$ cat src/inc/daasm_pkg.sv
package daasm_pkg;

   localparam int BYTE_W = 8;
   localparam int FRAME_BYTES = 6;
   localparam int SUM_BYTES = 5;
   localparam int FRAME_W = FRAME_BYTES * BYTE_W;
   localparam int SUM_W = SUM_BYTES * BYTE_W;
   localparam int CNT_W = 6;

   localparam logic [CNT_W-1:0] FRAME_BITS = 6'h30;
   localparam logic [CNT_W-1:0] CNT_MAX = 6'h3F;
   localparam logic [CNT_W-1:0] CNT_ZERO = 6'h00;
   localparam logic [CNT_W-1:0] CNT_ONE = 6'h01;

   localparam logic [7:0] CMD_ACC = 8'h01;
   localparam logic [7:0] CMD_STAT = 8'h02;
   localparam logic [7:0] CMD_ACC_ST = 8'h41;
   localparam logic [7:0] CMD_STAT_ST = 8'h42;
   localparam int CMD_ST_BIT = 6;

   localparam logic [2:0] TYPE_ACC = 3'h1;
   localparam logic [2:0] TYPE_STAT = 3'h2;
   localparam logic [7:0] PAD_BYTE = 8'h00;
   localparam logic [7:0] SUM_ALL_ONES = 8'hFF;

   // Idle levels of the serial pins: select, clock, data in
   localparam logic [2:0] PIN_IDLE = 3'h5;

   typedef enum logic {
      LINK_IDLE,
      LINK_SHIFT
   } daasm_link_e;

   typedef struct packed {
      logic bit_fail;
      logic y_fail;
      logic x_fail;
      logic vref_fail;
      logic cap_fail;
      logic otp_fail;
   } daasm_fault_s;

   typedef struct packed {
      logic [15:0] acc_y;
      logic [15:0] acc_x;
      logic [15:0] temp;
   } daasm_meas_s;

endpackage

$ cat src/logic/daasm_top.sv
`timescale 1ns/100ps
module daasm_top (
   input wire logic ref_clk,
   input wire logic nrst,
   input wire logic sel_n,
   input wire logic sclk,
   input wire logic mosi,
   output logic miso,
   output logic miso_oe,
   input wire daasm_pkg::daasm_fault_s faults,
   input wire daasm_pkg::daasm_meas_s meas,
   output logic selftest_en,
   output logic [2:0] payload_type,
   output logic cmd_err,
   output logic frame_done,
   output logic frame_drop
);

   logic [2:0] pins_s;
   logic sel_n_s;
   logic sclk_s;
   logic mosi_s;

   daasm_sync #(
      .W(3),
      .RST_VAL(daasm_pkg::PIN_IDLE)
   ) u_sync (
      .ref_clk(ref_clk),
      .nrst(nrst),
      .d({sel_n, sclk, mosi}),
      .q(pins_s)
   );

   assign sel_n_s = pins_s[2];
   assign sclk_s = pins_s[1];
   assign mosi_s = pins_s[0];

   logic sclk_q_r;
   logic sel_q_r;
   logic rise;
   logic fall;
   logic start;
   logic stop;

   always_ff @(posedge ref_clk or negedge nrst) begin
      if (!nrst) begin
         sclk_q_r <= 1'b0;
         sel_q_r <= 1'b1;
      end else begin
         sclk_q_r <= sclk_s;
         sel_q_r <= sel_n_s;
      end
   end

   assign rise = sclk_s & ~sclk_q_r;
   assign fall = ~sclk_s & sclk_q_r;
   assign start = ~sel_n_s & sel_q_r;
   assign stop = sel_n_s & ~sel_q_r;

   daasm_pkg::daasm_link_e link_r, link_nxt;
   logic [daasm_pkg::CNT_W-1:0] cnt_r, cnt_nxt;
   logic [daasm_pkg::FRAME_W-1:0] rx_r, rx_nxt;
   logic [daasm_pkg::FRAME_W-1:0] tx_r, tx_nxt;
   logic miso_r, miso_nxt;
   logic oe_r, oe_nxt;
   logic [2:0] type_r, type_nxt;
   logic cbit_r, cbit_nxt;
   logic cerr_r, cerr_nxt;
   logic done_r, done_nxt;
   logic drop_r, drop_nxt;

   logic [7:0] stat_byte;
   logic [7:0] detail_byte;
   logic [31:0] data_bytes;
   logic [7:0] tx_csum;
   logic [7:0] rx_csum;
   logic [daasm_pkg::FRAME_W-1:0] tx_frame;
   logic [7:0] rx_cmd;
   logic csum_ok;
   logic cmd_known;
   logic full_frame;

   // Reply image built from the state left by the previous frame
   always_comb begin
      stat_byte = {faults.bit_fail, faults.y_fail, faults.x_fail,
                   cerr_r, cbit_r, type_r};
      detail_byte = {faults.x_fail, faults.y_fail, faults.vref_fail,
                     faults.cap_fail, cbit_r, faults.otp_fail,
                     cerr_r, 1'b0};
      if (type_r == daasm_pkg::TYPE_ACC) begin
         data_bytes = {meas.acc_y, meas.acc_x};
      end else begin
         data_bytes = {detail_byte, daasm_pkg::PAD_BYTE, meas.temp};
      end
   end

   // Data and status are taken in the same cycle as the sum, so they agree
   daasm_csum u_tx_csum (
      .bytes({stat_byte, data_bytes}),
      .csum(tx_csum)
   );

   assign tx_frame = {stat_byte, data_bytes, tx_csum};

   daasm_csum u_rx_csum (
      .bytes(rx_r[daasm_pkg::FRAME_W-1:daasm_pkg::BYTE_W]),
      .csum(rx_csum)
   );

   assign rx_cmd = rx_r[daasm_pkg::FRAME_W-1 -: daasm_pkg::BYTE_W];
   assign csum_ok = (rx_csum == rx_r[daasm_pkg::BYTE_W-1:0]);
   assign cmd_known = (rx_cmd == daasm_pkg::CMD_ACC) ||
                      (rx_cmd == daasm_pkg::CMD_STAT) ||
                      (rx_cmd == daasm_pkg::CMD_ACC_ST) ||
                      (rx_cmd == daasm_pkg::CMD_STAT_ST);
   assign full_frame = (cnt_r == daasm_pkg::FRAME_BITS);

   always_comb begin
      link_nxt = link_r;
      cnt_nxt = cnt_r;
      rx_nxt = rx_r;
      tx_nxt = tx_r;
      miso_nxt = miso_r;
      oe_nxt = oe_r;
      type_nxt = type_r;
      cbit_nxt = cbit_r;
      cerr_nxt = cerr_r;
      done_nxt = 1'b0;
      drop_nxt = 1'b0;
      unique case (link_r)
         daasm_pkg::LINK_IDLE: begin
            if (start) begin
               tx_nxt = tx_frame;
               miso_nxt = tx_frame[daasm_pkg::FRAME_W-1];
               oe_nxt = 1'b1;
               cnt_nxt = daasm_pkg::CNT_ZERO;
               link_nxt = daasm_pkg::LINK_SHIFT;
            end
         end
         daasm_pkg::LINK_SHIFT: begin
            if (stop) begin
               oe_nxt = 1'b0;
               link_nxt = daasm_pkg::LINK_IDLE;
               if (full_frame) begin
                  cerr_nxt = ~csum_ok;
                  if (csum_ok && cmd_known) begin
                     type_nxt = rx_cmd[2:0];
                     cbit_nxt = rx_cmd[daasm_pkg::CMD_ST_BIT];
                     done_nxt = 1'b1;
                  end else begin
                     drop_nxt = 1'b1;
                  end
               end else begin
                  drop_nxt = 1'b1;
               end
            end else begin
               if (rise) begin
                  rx_nxt = {rx_r[daasm_pkg::FRAME_W-2:0], mosi_s};
                  // Saturate so an overlong frame never looks complete
                  if (cnt_r != daasm_pkg::CNT_MAX) begin
                     cnt_nxt = daasm_pkg::CNT_W'(cnt_r + daasm_pkg::CNT_ONE);
                  end
               end
               // Mode 0: next bit goes out on the falling edge
               if (fall && (cnt_r != daasm_pkg::CNT_ZERO)) begin
                  tx_nxt = {tx_r[daasm_pkg::FRAME_W-2:0], 1'b0};
                  miso_nxt = tx_r[daasm_pkg::FRAME_W-2];
               end
            end
         end
      endcase
   end

   always_ff @(posedge ref_clk or negedge nrst) begin
      if (!nrst) begin
         link_r <= daasm_pkg::LINK_IDLE;
         cnt_r <= daasm_pkg::CNT_ZERO;
         rx_r <= '0;
         tx_r <= '0;
         miso_r <= 1'b0;
         oe_r <= 1'b0;
         type_r <= daasm_pkg::TYPE_ACC;
         cbit_r <= 1'b0;
         cerr_r <= 1'b0;
         done_r <= 1'b0;
         drop_r <= 1'b0;
      end else begin
         link_r <= link_nxt;
         cnt_r <= cnt_nxt;
         rx_r <= rx_nxt;
         tx_r <= tx_nxt;
         miso_r <= miso_nxt;
         oe_r <= oe_nxt;
         type_r <= type_nxt;
         cbit_r <= cbit_nxt;
         cerr_r <= cerr_nxt;
         done_r <= done_nxt;
         drop_r <= drop_nxt;
      end
   end

   assign miso = miso_r;
   assign miso_oe = oe_r;
   assign selftest_en = cbit_r;
   assign payload_type = type_r;
   assign cmd_err = cerr_r;
   assign frame_done = done_r;
   assign frame_drop = drop_r;

   logic [7:0] tx_sum;
   logic frame_end;

   always_comb begin
      tx_sum = '0;
      for (int i = 0; i < daasm_pkg::FRAME_BYTES; i++) begin
         tx_sum = daasm_pkg::BYTE_W'(tx_sum +
            tx_r[i*daasm_pkg::BYTE_W +: daasm_pkg::BYTE_W]);
      end
   end

   assign frame_end = stop && (link_r == daasm_pkg::LINK_SHIFT);
endmodule

$ cat src/logic/daasm_sync.sv
`timescale 1ns/100ps
module daasm_sync #(
   parameter int W = 3,
   parameter logic [W-1:0] RST_VAL = '0
) (
   input wire logic ref_clk,
   input wire logic nrst,
   input wire logic [W-1:0] d,
   output logic [W-1:0] q
);

   logic [W-1:0] s1_r;
   logic [W-1:0] s2_r;

   // First stage feeds only the second stage
   always_ff @(posedge ref_clk or negedge nrst) begin
      if (!nrst) begin
         s1_r <= RST_VAL;
         s2_r <= RST_VAL;
      end else begin
         s1_r <= d;
         s2_r <= s1_r;
      end
   end

   assign q = s2_r;

endmodule

$ cat src/logic/daasm_csum.sv
`timescale 1ns/100ps
module daasm_csum (
   input wire logic [daasm_pkg::SUM_W-1:0] bytes,
   output logic [daasm_pkg::BYTE_W-1:0] csum
);

   always_comb begin
      logic [daasm_pkg::BYTE_W-1:0] acc;
      acc = '0;
      // Carries out of bit 7 are dropped on purpose
      for (int i = 0; i < daasm_pkg::SUM_BYTES; i++) begin
         acc = daasm_pkg::BYTE_W'(acc + bytes[i*daasm_pkg::BYTE_W +:
                                              daasm_pkg::BYTE_W]);
      end
      csum = ~acc;
   end

endmodule

$ cat config.mk
export PLATFORM = sky130hd
export DESIGN_NAME = daasm_top
export DESIGN_NICKNAME = d
export VERILOG_FILES = /design/src/inc/daasm_pkg.sv /design/src/logic/daasm_top.sv /design/src/logic/daasm_sync.sv /design/src/logic/daasm_csum.sv
export SDC_FILE = /design/constraint.sdc
export NUM_CORES = 1
export LEC_CHECK = 0
export BUFFER_PORTS_ARGS = -buffer_cell sky130_fd_sc_hd__buf_2
export CAP_MARGIN = 10
export CORE_ASPECT_RATIO = 0.9
export CORE_UTILIZATION = 27
export CTS_BUF_LIST = sky130_fd_sc_hd__clkbuf_8 sky130_fd_sc_hd__clkbuf_16
export CTS_CLUSTER_DIAMETER = 30
export CTS_CLUSTER_SIZE = 8
export DETAILED_ROUTE_END_ITERATION = 8
export GPL_ROUTABILITY_DRIVEN = 0
export GPL_TIMING_DRIVEN = 0
export PLACE_DENSITY = 0.43
export SLEW_MARGIN = 20
export SYNTH_ARGS = -nofsm -noshare
export SYNTH_HDL_FRONTEND = slang
export SYNTH_HIERARCHICAL = 1
export SYNTH_SLANG_ARGS = --single-unit
$ cat constraint.sdc
create_clock -name ref_clk -period 6.1 [get_ports ref_clk]
set_clock_uncertainty 0.2 [all_clocks]
set_input_delay 0.61 -clock ref_clk [delete_from_list [all_inputs] [get_ports ref_clk]]
set_output_delay 0.61 -clock ref_clk [all_outputs]
set_load 0.01 [all_outputs]
==> summary.md, run 1 <==
| Metric | Value |
|---|---|
| Initial antenna violation count | 0 |
| Top-count cell post-synth | inv_1 |
| Postcts setup bufs | 0 |
| Global-route wire length before repair | about 27000 microns |
| # port buffers | 67 |
| Layout area overhead | 19.6% |
| Seq cells post-synth | approximately 120 |
| CTS tree | built |
| Final Util | approximately 33% |
| GRT Util Overall | about an eighth |
| Average cell area after synthesis | between 10 and 15 sq um |
| CTS sink count | approximately 120 |
| RSZ-0062 raised after global routing | false |
| Crit path cell chain | nor3b_1 > buf_2 > mux2_2 > inv_1 > fa_1 > fa_1 > fa_1 > inv_1 > ha_1 > inv_1 > fa_1 > nor2b_4 > nor3_2 > o21bai_1 > a21oi_1 > xnor2_1 > mux2_2 > mux2_2 |
| Worst slew margin | 50.3% |
| Area share of the largest cell type after synthesis | 38.3% |
| Min-Delay Path Depth | 1 |
| Sequential share of the synthesized area | just over 40% |
| Ratio of cells with drive above 1 in the final layout | 33.8% |
| Tcrit/Tclk final | approximately 90% |
| Via density | 4.15 |
| Final wirelength | 16100 microns |
| Die area | between 20000 and 30000 sq um |
| Diodes inserted | 0 |
| Site Rows | 57 |
| # setup viols final | 0 |
| TritonCTS Buffers | 17 |
| Vias in the first global route | 4906 |
| Gate Count Post-Synth | around 640 |
| Crit path top cell by count | fa_1 |
| Max cap viols | 0 |
| Placement Setup Slack | around 0.40 ns |
| Hold path endpoint | u_sync/s1_r[0]$_DFF_PN1_ |
| Worst-path maximum fanout | 10 |
| CP top delay family | adder cells |
| Max Fclk | around 180 MHz |
| Synth Net Count | 756 |
| Root Driver | clkbuf_16 |
| Die Wd | around 180 microns |
| Synth Cell Area | around 7400 sq um |
| Remaining DRCs | 0 |
| DR WL/cell | about 15 microns |
| Ys async rst share | 100% |
| Worst-path clk slew | ~0.060 ns |
| DRT antenna net count | 0 |
| Cells on worst reg2reg path | 18 |
| Worst Path Buf+Inv | 4 |
| Worst Path Required | 6.20 ns |
| Min-delay src | mosi |
| DR vias | around 4500 |
| RR Startpoint | payload_type[0]$_DFFE_PN1P_ |
| Leak pwr | about 4.4 nW |
| Main synth FF type | dfrtp_1 |
| Largest area contributor in the netlist | dfrtp_1 |
| Largest net degree at the start of global routing | 75 |
| Crit start category | register |
| Hold Crit Class | primary input to register |
| Max-slew violations | 0 |
| Setup Total Neg Slack | 0 ns |
| Initial core utilization | between 20% and 30% |
| GRT Residual Overflow | 0 |
| Die Y-Extent | ~160 microns |
| List of most frequent post-synthesis cells | inv_1 (152), mux2_2 (121), dfrtp_1 (113) |
| Worst path slowest cell | nor3b_1 |
| Fin. Hold Viols | 0 |
| I/O pin count | 68 |
| Tightest Pin Transition | approximately 0.75 ns |
| Status | finished, final reports clean |
| R2r setup slk | between 0.4 and 0.5 ns |
| Final WS setup | 0.446 ns |
| Clock buffer depth | 2 |
| Iteration-0 DRC Markers | 174 |
| H-Tree Depth | 4 |
| Crit end category | register |
| Reg-to-reg endpoint | tx_r[7]$_DFFE_PN0P_ |
| TritonRoute pass-1 iters | 4 |
| Yosys warnings | 6 |
| Core Region | approximately 27000 sq um |
| Yosys cell types | 44 |
| Critical path class | register to register |
| PostCTS Resize Cnt | 0 |
| Final min period | 5.65 ns |
| EDFF count, synth | 0 |
| HPWL Detailed | 12700 microns |
| PnR Total Power | between 0.002 and 0.003 W |
| Critical path arrival | 5.75 ns |
| PwrDens | 301 nW/um^2 |
| Max incr delay on CP | approximately 0.60 ns |
| Nets | 844 |
| Clock latency on the worst-skew pair | between 0.4 and 0.5 ns |
| Maximum vdd drop | about 0.19 mV |
| Area contributors post-synth | dfrtp_1 (38%), mux2_2 (18%), fa_1 (11%) |
-- kinds of logic after synthesis --
family	count (synthesis)	share of synthesized area, %
AOI/OAI and AO/OA	35	3.18
xor gates and xnor gates	31	3.68
adders and majority gates	58	13.9
buffers and inverters	171	9.04
DFF	119	40.4
muxes	171	25.2
and+or+nand+nor	54	4.57
-- power by group --
part           switching (W)  internal, W
combinational       0.000251     0.000287
clock               0.000411     0.000660
sequential         0.0000976     0.000953
-- how the worst max path moves through the flow --
stage / startpoint / end / slack (ns) / depth (start not counted)
3_3_place_gp: payload_type[0]$_DFFE_PN1P_ / tx_r[7]$_DFFE_PN0P_ / 0.42 / 18
2_1_floorplan: payload_type[0]$_DFFE_PN1P_ / tx_r[7]$_DFFE_PN0P_ / 1.15 / 18
3_5_place_dp: payload_type[0]$_DFFE_PN1P_ / tx_r[7]$_DFFE_PN0P_ / 0.40 / 18
5_1_grt: payload_type[0]$_DFFE_PN1P_ / tx_r[7]$_DFFE_PN0P_ / 0.13 / 18
6_report: payload_type[0]$_DFFE_PN1P_ / tx_r[7]$_DFFE_PN0P_ / 0.45 / 18
4_1_cts: payload_type[0]$_DFFE_PN1P_ / tx_r[7]$_DFFE_PN0P_ / 0.37 / 18
-- cell type report --
class	instances	area (sq um)
Tap cell	354	443
Fill cell	2703	18100
Inverter	152	571
Multi-Input combinational cell	349	3730
Buffer	19	97.6
Sequential cell	119	2990
Clock buffer	17	425
Clock inverter	15	201
Timing Repair Buffer	69	379
-- per-layer routing --
layer  part of all wire [%]  global-route usage [%]
met1                     52                    17.8
met2                     45                    18.8
met3                    2.2                    2.49
met4                    1.2                    3.92
met5                      0                       0
-- registers in the layout, indices dropped and copies added, names as in the netlist --
signal        count
cnt_r             6
u_sync/q          3
frame_done        1
rx_r             48
miso              1
sel_q_r           1
payload_type      3
link_r            1
miso_oe           1
frame_drop        1
cmd_err           1
selftest_en       1
tx_r             47
u_sync/s1_r       3
sclk_q_r          1
-- placed cells by master (no fill, tap or decap), drive strengths merged, types with 4 or more instances in the layout --
| master | count |
|---|---|
| xor2 | 5 |
| nor2b | 4 |
| fa | 40 |
| dfstp | 6 |
| mux2i | 50 |
| o21ai | 10 |
| nand2 | 10 |
| clkbuf | 19 |
| inv | 161 |
| o21bai | 4 |
| a21oi | 11 |
| and2 | 9 |
| nor2 | 6 |
| nand2b | 6 |
| ha | 18 |
| dfrtp | 113 |
| mux2 | 121 |
| nand3 | 4 |
| buf | 85 |
| nor3 | 4 |
| xnor2 | 26 |
-- per-stage QoR --
| stage | instance area, sq um | std cells | hold WS (ns) |
|---|---|---|---|
| after floorplan | 7390 | 639 | 0.114 |
| after global placement | 8170 | 1060 | 0.139 |
| after detailed placement | 8200 | 1061 | 0.136 |
| after CTS | 8840 | 1094 | 0.0716 |
| after global routing | 8840 | 1094 | 0.0675 |
| final | 8840 | 1094 | 0.0914 |
-- repair_timing --
item                                    CTS  global route
endpoints found under the hold margin    42             0
hold buffers                              1             0
endpoints found under the setup margin    0             0
No activity file was read; power rests on OpenSTA's default activity.
==> run 2, diff against run 1 <==
==> constraint.sdc (replaced) <==
create_clock -name ref_clk -period 7.35 [get_ports ref_clk]
set_clock_uncertainty 0.2 [all_clocks]
set_input_delay 0.735 -clock ref_clk [delete_from_list [all_inputs] [get_ports ref_clk]]
set_output_delay 0.735 -clock ref_clk [all_outputs]
set_load 0.01 [all_outputs]
==> run 2 against run 1 <==
Effect of this change: register-to-register slack better by 1.3 ns; fmax is 0.22% higher; critical path depth stayed put; cell area is 0.11% lower; clock power is 17% lower; die area stayed put; total power is 17% lower; sequential power is 17% lower; wire length is 0.17% lower; flip-flop and latch count stayed put; non-clock buffer count is 1 lower; worst hold slack worse by 0.046 ns.
==> summary.md, run 2 (same netlist as run 1, synthesis figures left out) <==
| Metric | Value |
|---|---|
| I/O pin count | 68 (unchanged) |
| Cells on worst reg2reg path | 18 (unchanged) |
| Net Switching | 0.000629 W (-17%) |
| RSZ-0062 raised after global routing | false |
| Tcrit/Tclk final | 76.7% (-16 points) |
| Largest regs | rx_r x48, tx_r x47, cnt_r x6 |
| Int Power | 0.00158 W (-17%) |
| Nets | 843 (-0.12%) |
| Worst Path Buf+Inv | 4 (unchanged) |
| Worst-path maximum fanout | 10 (unchanged) |
| Ratio of cells with drive above 1 in the final layout | 33.8% (+0.046 points) |
| Crit end category | register |
| Global-route wire length before repair | 26800 microns (-0.15%) |
| Leak pwr | 4.38 nW (about the same) |
| Crit start category | register |
| Layout area overhead | 19.5% |
| Logic pwr share | 20.2% (about the same) |
| Max reg flops | 48 (unchanged) |
| TritonCTS Buffers | 17 (unchanged) |
| DR WL/cell | 14.7 microns (about the same) |
| Core Region | 27000 sq um (unchanged) |
| Hold Crit Class | primary input to asynchronous set/reset pin |
| HPWL Detailed | 12700 microns (unchanged) |
| Largest register by flop count | rx_r |
| RR Startpoint | payload_type[0]$_DFFE_PN1P_ |
| Reg-to-reg endpoint | tx_r[7]$_DFFE_PN0P_ |
| Worst slew margin | 50.7% (+0.34 points) |
| Max cap viols | 0 (unchanged) |
| Sw Ratio | 28.5% (about the same) |
| CTS Hold Bufs | 0 (-1) |
| Iteration-0 DRC Markers | 198 (+14%) |
| Maximum vdd drop | 0.155 mV (-17%) |
| Clock buffer depth | 2 (unchanged) |
| Commonest non-fill, non-tap cells in the layout | inv_1 (152), mux2_2 (121), dfrtp_1 (113), buf_2 (75), mux2i_1 (50) |
| Worst path slowest cell | nor3b_1 |
| Die Y-Extent | 159 microns (unchanged) |
| Tightest Pin Transition | 0.740 ns (-0.00513 ns) |
| CTS sink count | 119 (unchanged) |
| Crit path cell chain | nor3b_1 > buf_2 > mux2_2 > inv_1 > fa_1 > fa_1 > fa_1 > inv_1 > ha_1 > inv_1 > fa_1 > nor2b_4 > nor3_2 > o21bai_1 > a21oi_1 > xnor2_1 > mux2_2 > mux2_2 |
| # port buffers | 67 (unchanged) |
| Status | finished, final reports clean |
| Clock latency on the worst-skew pair | 0.42 ns (about the same) |
| Critical path class | register to register |
| Max-slew violations | 0 (unchanged) |
| R2r setup slk | 1.71 ns (+1.26 ns) |
| Crit path top cell by count | fa_1 |
| Die area | 28000 sq um (unchanged) |
| Remaining DRCs | 0 (unchanged) |
| Commonest non-fill, non-tap cell in the layout | inv_1 |
| Final min period | 5.64 ns (-0.0126 ns) |
| Postcts setup bufs | 0 (unchanged) |
| Clk network pwr share | 40.3% (about the same) |
| Initial core utilization | 27.4% (unchanged) |
| Sequential share of power | 39.5% (about the same) |
| Root Driver | clkbuf_16 |
| Via density | 4.15 (about the same) |
| CP top delay family | adder cells |
| Diodes inserted | 0 (unchanged) |
| Die Wd | 176 microns (unchanged) |
| Max Fclk | 177 MHz (+0.22%) |
| Initial antenna violation count | 0 (unchanged) |
| PwrDens | 250 nW/um^2 (-17%) |
| DR vias | 4532 (-0.11%) |
| # setup viols final | 0 (unchanged) |
| Setup Total Neg Slack | 0 ns (unchanged) |
| DRT antenna net count | 0 (unchanged) |
| PostCTS Resize Cnt | 0 (unchanged) |
| GRT Util Overall | 12.5% (-0.015 points) |
| Largest net degree at the start of global routing | 75 (unchanged) |
| TritonRoute pass-1 iters | 4 (unchanged) |
| CTS tree | built |
| H-Tree Depth | 4 (unchanged) |
| Fin. Hold Viols | 0 (unchanged) |
| Final wirelength | 16100 microns (-0.17%) |
| Hold WS | 0.0450 ns (-0.0464 ns) |
| Critical path arrival | 5.74 ns (about the same) |
| GRT Residual Overflow | 0 (unchanged) |
| Site Rows | 57 (unchanged) |
| Vias in the first global route | 4897 (-0.18%) |
| Max incr delay on CP | 0.59 ns (about the same) |
| Worst Path Required | 7.45 ns (+1.25 ns) |
| Worst-path clk slew | 0.06 ns (about the same) |
==> run 2: how the worst max path moves through the flow <==
stage                               end                   startpoint  slack (ns)  depth (start not counted)
floorplan           tx_r[7]$_DFFE_PN0P_  payload_type[0]$_DFFE_PN1P_        2.40                         18
global placement    tx_r[7]$_DFFE_PN0P_  payload_type[0]$_DFFE_PN1P_        1.67                         18
detailed placement  tx_r[7]$_DFFE_PN0P_  payload_type[0]$_DFFE_PN1P_        1.65                         18
CTS                 tx_r[7]$_DFFE_PN0P_  payload_type[0]$_DFFE_PN1P_        1.62                         18
global route        tx_r[7]$_DFFE_PN0P_  payload_type[0]$_DFFE_PN1P_        1.38                         18
finish              tx_r[7]$_DFFE_PN0P_  payload_type[0]$_DFFE_PN1P_        1.71                         18
==> run 2: worst reg2reg max path, cell delays in order, from the launching register on <==
cell and delay (ns):
dfstp_2 0.57, nor3b_1 0.59, buf_2 0.42, mux2_2 0.40, inv_1 0.10, fa_1 0.43, fa_1 0.56, fa_1 0.42
inv_1 0.07, ha_1 0.16, inv_1 0.06, fa_1 0.45, nor2b_4 0.15, nor3_2 0.05, o21bai_1 0.15, a21oi_1 0.10
xnor2_1 0.13, mux2_2 0.27, mux2_2 0.26
==> run 2: layer usage <==
layer | GRT usage (%) | up-vias | wire length, microns
met5 | 0 | - | 0
met4 | 3.92 | 0 | 198
met3 | 2.49 | 17 | 377
met2 | 18.8 | 39 | 7200
met1 | 17.8 | 2263 | 8330
li1 | - | 2213 | -
==> run 2: per-stage QoR <==
step | utilization (%) | worst slack (ns) | instances | power, W | area [sq um]
finish | 32.7 | 1.71 | 1093 | 0.00221 | 8830
global route | 32.7 | 1.38 | 1093 | 0.00234 | 8830
CTS | 32.7 | 1.62 | 1093 | 0.00224 | 8830
detailed placement | 30.4 | 1.65 | 1061 | 0.00134 | 8200
global placement | 30.3 | 1.67 | 1060 | 0.00132 | 8170
floorplan | - | 2.40 | 639 | 0.00120 | 7390
==> run 2: area by class of cell <==
type                            count  area, sq um
Buffer                             19         97.6
Inverter                          152          571
Clock buffer                       17          425
Sequential cell                   119         2990
Tap cell                          354          443
Timing Repair Buffer               68          369
Fill cell                        2704        18100
Multi-Input combinational cell    349         3730
Clock inverter                     15          201
==> run 2: power by group through the flow <==
stage	Combinational, W	Clock, W	Sequential [W]
global route	0.000503	0.000943	0.000893
finish	0.000446	0.000888	0.000872
floorplan	0.000340	0	0.000859
detailed placement	0.000454	0	0.000886
CTS	0.000456	0.000911	0.000874
global placement	0.000439	0	0.000881
